<file path="src/common/aux_ctrl_map.vh">
`ifndef AUX_CTRL_MAP_VH
`define AUX_CTRL_MAP_VH
// Register index; its byte address on the AXI4-Lite slave is four times the index
`define AUXCTL_INDEX       10'h08e
`define AUXCTL_ADDR        10'h238
// Status word sits at the next index
`define AUXCTL_STAT_ADDR   10'h23c
// auxiliary_control field positions
`define AUX_BIT_SUPPRESS   0
`define AUX_BIT_EXTSEL     1
`define AUX_BIT_SIZE_LO    2
`define AUX_BIT_SIZE_HI    3
`define AUX_BIT_STRETCH    5
`define AUX_BIT_PULLUP_DIS 7
`define AUX_WRITABLE_MASK  8'haf
`define AUX_RESET_VALUE    8'h0c
// Timing counts in core clock cycles
`define ALE_DIV_X1         8'd6
`define ALE_DIV_X2         8'd3
`define STROBE_SHORT       8'd6
`define STROBE_LONG        8'd30
// Expanded RAM top addresses per size code
`define EXPANDED_INTERNAL_RAM_TOP_256       10'h0ff
`define EXPANDED_INTERNAL_RAM_TOP_512       10'h1ff
`define EXPANDED_INTERNAL_RAM_TOP_768       10'h2ff
`define EXPANDED_INTERNAL_RAM_TOP_1024      10'h3ff
`endif

</file>
<file path="src/hw/aux_bus_control.v">
// Operation
// RQ1: Strobe clear: address latch pulses every 6 clocks, or every 3 in double speed.
// RQ2: Strobe-suppress control sits at bit 0.
// RQ3: Suppress set: latch strobe only during external moves, table moves, external fetches.
// RQ4: While suppressed, latch pin is released and weakly pulled high.
// RQ5: Stretch bit picks read/write strobe length: 6 cycles clear, 30 set.
// RQ6: Bit 7 set disables port weak pull-ups, clear enables them.
// RQ7: Bit 1 clear sends external moves to expanded RAM, set to external memory.
// RQ8: Size field 00/01/10 limits expanded RAM to 256/512/768 bytes.
// RQ9: Software never writes ones to reserved bits 6 and 4.
// RQ10: Reset loads 0x0c; register written only as a whole byte.
// RQ11: Size 11 gives full 1024 bytes; higher addresses go external.
// RQ12: Control changes apply from the next bus cycle after the write.
`timescale 1ns/1ps
`include "aux_ctrl_map.vh"
module aux_bus_control (
  // Clock and reset
  input  wire        ref_clk_i,
  input  wire        rst_n_i,
  // AXI4-Lite write address and data
  input  wire [9:0]  s_axi_awaddr,
  input  wire        s_axi_awvalid,
  output reg         s_axi_awready,
  input  wire [31:0] s_axi_wdata,
  input  wire [3:0]  s_axi_wstrb,
  input  wire        s_axi_wvalid,
  output reg         s_axi_wready,
  // AXI4-Lite write response
  output reg  [1:0]  s_axi_bresp,
  output reg         s_axi_bvalid,
  input  wire        s_axi_bready,
  // AXI4-Lite read
  input  wire [9:0]  s_axi_araddr,
  input  wire        s_axi_arvalid,
  output reg         s_axi_arready,
  output reg  [31:0] s_axi_rdata,
  output reg  [1:0]  s_axi_rresp,
  output reg         s_axi_rvalid,
  input  wire        s_axi_rready,
  // Core status
  input  wire        double_speed_mode_i,
  input  wire        external_move_instruction_i,
  input  wire        code_table_move_i,
  input  wire        external_fetch_i,
  // External data move request
  input  wire        xmove_req_i,
  input  wire        xmove_write_i,
  input  wire [9:0]  xmove_addr_i,
  // Pins and routing
  output reg         ale_o,
  output reg         ale_oe_o,
  output reg         ale_weak_pullup_o,
  output reg         rd_n_o,
  output reg         wr_n_o,
  output reg         expanded_internal_ram_sel_o,
  output reg         port_pullup_en_o
);
  localparam ST_IDLE = 1'b0;
  localparam ST_EXT  = 1'b1;

  reg  [7:0] auxiliary_control_r;
  reg  [7:0] ale_cnt_r;
  reg        state_r;
  reg        wr_r;
  reg        aw_got_r;
  reg        w_got_r;
  reg  [9:0] aw_addr_r;
  reg        w_ok_r;
  reg  [7:0] w_data_r;
  wire       strobe_busy;
  wire       strobe_done;
  wire       start_ext;
  wire [7:0] ale_div;

  function [9:0] expanded_internal_ram_top;
    input [1:0] code;
    begin
      case (code)
        2'b00:   expanded_internal_ram_top = `EXPANDED_INTERNAL_RAM_TOP_256;
        2'b01:   expanded_internal_ram_top = `EXPANDED_INTERNAL_RAM_TOP_512;
        2'b10:   expanded_internal_ram_top = `EXPANDED_INTERNAL_RAM_TOP_768;
        default: expanded_internal_ram_top = `EXPANDED_INTERNAL_RAM_TOP_1024;
      endcase
    end
  endfunction

  wire [1:0] size_code = {auxiliary_control_r[`AUX_BIT_SIZE_HI],
                          auxiliary_control_r[`AUX_BIT_SIZE_LO]}; // RQ8
  // Internal only when the select bit is clear and address fits the size
  wire in_expanded_internal_ram = !auxiliary_control_r[`AUX_BIT_EXTSEL] &&
                 (xmove_addr_i <= expanded_internal_ram_top(size_code)); // RQ7 RQ11 RQ8

  assign ale_div   = double_speed_mode_i ? `ALE_DIV_X2 : `ALE_DIV_X1; // RQ1
  assign start_ext = (state_r == ST_IDLE) && xmove_req_i && !in_expanded_internal_ram;

  strobe_timer u_strobe (
    .ref_clk_i (ref_clk_i),
    .rst_n_i   (rst_n_i),
    .start_i   (start_ext),
    // The start edge already drives the strobe low, so the timer covers one cycle less
    .len_i     (auxiliary_control_r[`AUX_BIT_STRETCH] ? `STROBE_LONG - 8'h01
                                                      : `STROBE_SHORT - 8'h01), // RQ5
    .busy_o    (strobe_busy),
    .done_o    (strobe_done)
  );

  // Write path: address and data may arrive in either order
  always @(posedge ref_clk_i or negedge rst_n_i) begin
    if (!rst_n_i) begin
      auxiliary_control_r <= `AUX_RESET_VALUE; // RQ10
      s_axi_awready <= 1'b0;
      s_axi_wready  <= 1'b0;
      s_axi_bvalid  <= 1'b0;
      s_axi_bresp   <= 2'b00;
      aw_got_r      <= 1'b0;
      w_got_r       <= 1'b0;
      aw_addr_r     <= 10'h000;
      w_data_r      <= 8'h00;
      w_ok_r        <= 1'b0;
    end else begin
      s_axi_awready <= !aw_got_r && !s_axi_awready && s_axi_awvalid && !s_axi_bvalid;
      s_axi_wready  <= !w_got_r && !s_axi_wready && s_axi_wvalid && !s_axi_bvalid;
      if (s_axi_awvalid && s_axi_awready) begin
        aw_got_r  <= 1'b1;
        aw_addr_r <= s_axi_awaddr;
      end
      if (s_axi_wvalid && s_axi_wready) begin
        w_got_r  <= 1'b1;
        w_data_r <= s_axi_wdata[7:0];
        w_ok_r   <= s_axi_wstrb[0];
      end
      if (aw_got_r && w_got_r) begin
        aw_got_r     <= 1'b0;
        w_got_r      <= 1'b0;
        s_axi_bvalid <= 1'b1;
        if ({aw_addr_r[9:2], 2'b00} == `AUXCTL_ADDR) begin
          s_axi_bresp <= 2'b00;
          // Whole byte only; reserved bits are kept zero
          if (w_ok_r)
            auxiliary_control_r <= w_data_r & `AUX_WRITABLE_MASK; // RQ10 RQ9 RQ12
        end else if ({aw_addr_r[9:2], 2'b00} == `AUXCTL_STAT_ADDR) begin
          s_axi_bresp <= 2'b00;
        end else begin
          s_axi_bresp <= 2'b10;
        end
      end else if (s_axi_bvalid && s_axi_bready) begin
        s_axi_bvalid <= 1'b0;
      end
    end
  end

  // Read path
  always @(posedge ref_clk_i or negedge rst_n_i) begin
    if (!rst_n_i) begin
      s_axi_arready <= 1'b0;
      s_axi_rvalid  <= 1'b0;
      s_axi_rdata   <= 32'h0000_0000;
      s_axi_rresp   <= 2'b00;
    end else begin
      s_axi_arready <= !s_axi_arready && s_axi_arvalid && !s_axi_rvalid;
      if (s_axi_arvalid && s_axi_arready) begin
        s_axi_rvalid <= 1'b1;
        s_axi_rresp  <= 2'b00;
        if ({s_axi_araddr[9:2], 2'b00} == `AUXCTL_ADDR)
          s_axi_rdata <= {24'h00_0000, auxiliary_control_r};
        else if ({s_axi_araddr[9:2], 2'b00} == `AUXCTL_STAT_ADDR)
          s_axi_rdata <= {28'h000_0000, ale_oe_o, expanded_internal_ram_sel_o, strobe_busy, state_r};
        else begin
          s_axi_rdata <= 32'h0000_0000;
          s_axi_rresp <= 2'b10;
        end
      end else if (s_axi_rvalid && s_axi_rready) begin
        s_axi_rvalid <= 1'b0;
      end
    end
  end

  // Latch strobe and external move sequencing
  always @(posedge ref_clk_i or negedge rst_n_i) begin
    if (!rst_n_i) begin
      ale_cnt_r         <= 8'h00;
      ale_o             <= 1'b0;
      ale_oe_o          <= 1'b1;
      ale_weak_pullup_o <= 1'b0;
      state_r           <= ST_IDLE;
      wr_r              <= 1'b0;
      rd_n_o            <= 1'b1;
      wr_n_o            <= 1'b1;
      expanded_internal_ram_sel_o        <= 1'b0;
      port_pullup_en_o  <= 1'b1;
    end else begin
      port_pullup_en_o <= !auxiliary_control_r[`AUX_BIT_PULLUP_DIS]; // RQ6
      if (ale_cnt_r >= ale_div - 8'h01)
        ale_cnt_r <= 8'h00;
      else
        ale_cnt_r <= ale_cnt_r + 8'h01;
      // Suppressed latch still runs for external cycles of any kind
      if (!auxiliary_control_r[`AUX_BIT_SUPPRESS] || external_move_instruction_i ||
          code_table_move_i || external_fetch_i || state_r == ST_EXT) begin // RQ2 RQ3
        ale_o             <= (ale_cnt_r == 8'h00); // RQ1
        ale_oe_o          <= 1'b1;
        ale_weak_pullup_o <= 1'b0;
      end else begin
        ale_o             <= 1'b0;
        ale_oe_o          <= 1'b0; // RQ4
        ale_weak_pullup_o <= 1'b1; // RQ4
      end
      case (state_r)
        ST_IDLE: begin
          if (xmove_req_i) begin
            expanded_internal_ram_sel_o <= in_expanded_internal_ram; // RQ7
            if (!in_expanded_internal_ram) begin
              state_r <= ST_EXT;
              wr_r    <= xmove_write_i;
            end
          end
        end
        ST_EXT: begin
          if (strobe_done)
            state_r <= ST_IDLE;
        end
        default: state_r <= ST_IDLE;
      endcase
      rd_n_o <= !((start_ext && !xmove_write_i) || (strobe_busy && !wr_r)); // RQ5
      wr_n_o <= !((start_ext && xmove_write_i) || (strobe_busy && wr_r)); // RQ5
    end
  end
endmodule // aux_bus_control

</file>
<file path="src/hw/strobe_timer.v">
`timescale 1ns/1ps
// Counts a strobe of a given length; busy stays high for exactly len cycles
module strobe_timer (
  // Clock and reset
  input  wire       ref_clk_i,
  input  wire       rst_n_i,
  // Control
  input  wire       start_i,
  input  wire [7:0] len_i,
  // Status
  output reg        busy_o,
  output reg        done_o
);
  reg [7:0] cnt_r;

  always @(posedge ref_clk_i or negedge rst_n_i) begin
    if (!rst_n_i) begin
      cnt_r  <= 8'h00;
      busy_o <= 1'b0;
      done_o <= 1'b0;
    end else begin
      done_o <= 1'b0;
      if (!busy_o && start_i) begin
        cnt_r  <= len_i - 8'h01;
        busy_o <= 1'b1;
      end else if (busy_o) begin
        if (cnt_r == 8'h00) begin
          busy_o <= 1'b0;
          done_o <= 1'b1;
        end else begin
          cnt_r <= cnt_r - 8'h01;
        end
      end
    end
  end
endmodule // strobe_timer
</file>
<file path="config.mk">
export PLATFORM = sky130hd
export DESIGN_NAME = aux_bus_control
export DESIGN_NICKNAME = d
export VERILOG_FILES = /design/src/hw/aux_bus_control.v /design/src/hw/strobe_timer.v
export VERILOG_INCLUDE_DIRS = /design/src /design/src/common
export SDC_FILE = /design/constraint.sdc
export NUM_CORES = 1
export LEC_CHECK = 0
export BUFFER_PORTS_ARGS = -buffer_cell sky130_fd_sc_hd__buf_2
export CAP_MARGIN = 20
export CORE_ASPECT_RATIO = 0.8
export CORE_MARGIN = 1.5
export CORE_UTILIZATION = 49
export CTS_CLUSTER_DIAMETER = 30
export DETAILED_ROUTE_END_ITERATION = 6
export GPL_TIMING_DRIVEN = 0
export PLACE_DENSITY = 0.79
export SYNTH_ARGS = -nofsm -noshare
export SYNTH_HDL_FRONTEND = slang
export SYNTH_HIERARCHICAL = 1
export SYNTH_SLANG_ARGS = --single-unit
</file>
<file path="constraint.sdc">
create_clock -name ref_clk_i -period 3.9 [get_ports ref_clk_i]
set_input_delay 0.195 -clock ref_clk_i [delete_from_list [all_inputs] [get_ports ref_clk_i]]
set_output_delay 0.195 -clock ref_clk_i [all_outputs]
set_load 0.02 [all_outputs]
</file>
==> run summary <==
The tree built by TritonCTS fans out to 63 sinks. The maximum clock rate is 0.313 GHz. The overall power came out at 1.64 mW.

The later-pin clock latency in the skew report came out at 350 ps. The endpoint type of the worst setup path is a flip-flop. The number of buffers inserted during clock tree synthesis is 9.

The max-cap check violation count is 0. The distinct cell type count of the synthesized netlist came out at 54. After clock tree synthesis, the clock-pin slew on the worst setup and hold paths is 70 ps. The total area of sequential cells came out at 0.00158 mm². The global routing met1 resource utilization came out at 24.0%. After clock tree synthesis, the setup repair step added 0 buffers.

The global-route track usage on met2 is 32.4%. The fraction of post-synthesis cell area in the top cell type by area came out at 44.8%. The flow ran to the end, and the final reports show no timing, DRC or antenna violations. Clock skew on the completed layout was measured at 8.08 ps. In this run, synthesis produced a sequential element count of 63.

Global routing used 19.4% of the available tracks. Yosys instantiated no cell more often than dfrtp_1. Sorting the synthesized cells by area gives the leading types as dfrtp_1, mux2_2, buf_4, dfstp_2, mux2i_1. The total half-perimeter wirelength after legalization and detailed placement is 4700 µm. The cell area after placement came out at 0.00380 mm². The busiest layer in global routing is met2.

The arrival time reported for the critical path endpoint came out at 3420 ps. Summing over every cut layer, the via total after detailed routing is 2319. The maximum fanout along the worst path came out at 10. The antenna diode count came out at 0.

Synthesis produced a netlist whose cell count is 279. The final critical-path required period is 3200 ps. The maximum level of the CTS H-tree is 3.

The commonest cells after synthesis are dfrtp_1, buf_4, mux2_2. The average cell area after synthesis is 11.4 µm². The count of cells in the finished layout, fillers not included, comes to 490.

The via density per instance is 4.73. In the finished design, the share of the clock period the worst path needs comes to 81.9%. The count of final setup violators came out at 0. Setup repair after global routing left no endpoint under its margin.

Entering global routing, the biggest net connects 33 pins. The layout overhead on the synthesized area came out at 24.9%. The total placed cells including tap cells is 473.

The share of flip-flops with an asynchronous set or reset is 100%. The startpoint class of the critical path is a flip-flop. The number of buffers on the longest clock path is 2. In this run the tool buffered the top-level ports with 64 buffer cells. Fill cells in the final layout number 530. The last weighted congestion value of the routability-driven placer is 0.899.

The number of nets still failing antenna checks after routing is 0. The initial antenna violation count is 0. The class of the tightest hold or removal check is in -> reg. The fraction of met3 tracks used by global routing is 4.95%.

The post-cts hold buffer count is 1. The number of design rule violations left after detail routing came out at 0. The detailed-router iteration count before antenna repair is 4. The count of flip-flops with a built-in enable after synthesis is 0. The final wirelength is 6190 µm.

The number of max-slew violations in the final report came out at 0. The floorplan has 26 rows. The measured slew at the worst slew-check pin is 756 ps. The count of synthesis-stage warnings from yosys came out at 6.

At the worst endpoint, the required time is 4130 ps. The worst slew margin relative to its limit is 49.2%. After the last flow step, the layout net total stands at 488. The final number of hold-violating endpoints came to 0.

Power spread over the standard cell area amounts to 412 mW/mm². The multi-input combinational cells in the finished layout cover a total of 0.00146 mm². The biggest area consumer among synthesized cells is dfrtp_1.

The number of DRC markers in iteration 0 is 116. After clock tree synthesis, the repair step resized 0 gates. The die outline width is 93.1 µm. The setup total negative slack came out at 0 ps. The clock tree root buffer cell is clkbuf_8. The final global-route overflow total came out at 0. VDD sags by at most 314 µV. The leakage dissipation came out at 2.00 nW. The initial utilization of the core area, before any placement, comes to 50.2%. 127 I/O pins were placed. Summing the sequential cell areas from Yosys gives 49.8% of the chip area. The die is 75.1 µm tall.

For this run, the leading register cell type out of synthesis is dfrtp_1. The die area came out at 0.00699 mm². The first-pass GRT wire length came out at 10200 µm.

The cell area after layout is 0.00398 mm². The area of the core came out at 0.00634 mm². The area of the mapped netlist came out at 0.00318 mm².

The fraction of final layout cells sized beyond drive strength 1 is 37.4%. After detailed routing, the average wire length per cell comes to 12.6 µm. TritonCTS built the clock tree. The worst setup path is of the reg -> reg kind. The via count of the first global-routing pass is 2214.
## critical path, stage by stage (launching register included)
cell	delay, ps
dfstp_2	540
inv_1	50
ha_1	290
nand4_1	100
nor3_1	70
nor4b_4	520
nand2b_1	140
buf_6	170
buf_2	190
mux2i_1	170
ha_1	310
nand4_1	170
mux2i_1	150
o22a_1	190
## layout make-up
class                      instances  share of cell area, %
timing repair buffer              66                   8.81
inverter                          15                   1.42
clock buffer                      12                   3.65
multi-input combinational        212                   36.7
sequential                        63                   39.8
tap                               84                   2.64
buffer                            34                   6.36
clock inverter                     4                  0.567
## cell usage in the layout (no fill, tap or decap), types with 4 or more instances in the layout
cell       n
buf_2     65
dfrtp_1   57
conb_1    47
buf_4     29
mux2_2    24
nor2_1    19
nand2_1   18
inv_1     15
mux2i_1   11
clkbuf_8  10
nor3_1     8
a21oi_1    8
ha_1       8
o21ai_0    6
dfstp_2    6
nand3_1    5
o31ai_1    5
nor2b_1    4
clkbuf_1   4
## sequential cells by signal (all words and copies together) (netlist names), 6 cells and up
signal,count
ale_cnt_r,8
aw_addr_r,8
u_strobe/cnt_r,8
auxiliary_control_r,6
s_axi_rdata,6
w_data_r,6
## power breakdown
part           switching (mW)  internal, mW
sequential             0.0744         0.769
clock                   0.243         0.245
combinational           0.146         0.160
total                   0.464          1.17
## logic make-up after synthesis
group,after synthesis,synth area share [%]
adder cells (fa/ha/maj),8,3.14
flip-flops,63,49.8
AND/OR/NAND/NOR,75,13.5
AO/OA/AOI/OAI,38,8.29
multiplexers,39,14.0
buffers and inverters,49,9.71
other,2,0.236
XOR/XNOR,5,1.38
## stage by stage
step | utilization [%] | hold slack, ps | setup WS, ps
2_1_floorplan | - | -101 | 1140
3_3_place_gp | 59.5 | 375 | 813
3_5_place_dp | 59.9 | 291 | 739
4_1_cts | 62.7 | 5.28 | 724
5_1_grt | 62.7 | 5.63 | 535
6_report | 62.7 | 25.8 | 704
## path summary, 6_finish.rpt
path	startpoint	end	slack, ps	depth (start not counted)
worst min-delay path	s_axi_bready	s_axi_bvalid$_DFFE_PN0P_	30	2
min in group asynchronous	rst_n_i	aw_addr_r[2]$_DFFE_PN0P_	450	2
worst max register to register	auxiliary_control_r[3]$_DFFE_PN1P_	u_strobe/cnt_r[6]$_DFFE_PN0P_	700	13
worst max-delay path	auxiliary_control_r[3]$_DFFE_PN1P_	u_strobe/cnt_r[6]$_DFFE_PN0P_	700	13
worst min register to register	auxiliary_control_r[7]$_DFFE_PN0P_	port_pullup_en_o$_DFF_PN1_	390	1
max in group asynchronous	rst_n_i	rd_n_o$_DFF_PN1_	2760	3
## routing by layer
| layer | up-vias | wire [µm] |
|---|---|---|
| li1 | 1146 | - |
| met1 | 1073 | 2830 |
| met2 | 85 | 2880 |
| met3 | 15 | 355 |
| met4 | 0 | 126 |
| met5 | - | 0 |
No activity file was read; power rests on OpenSTA's default activity.
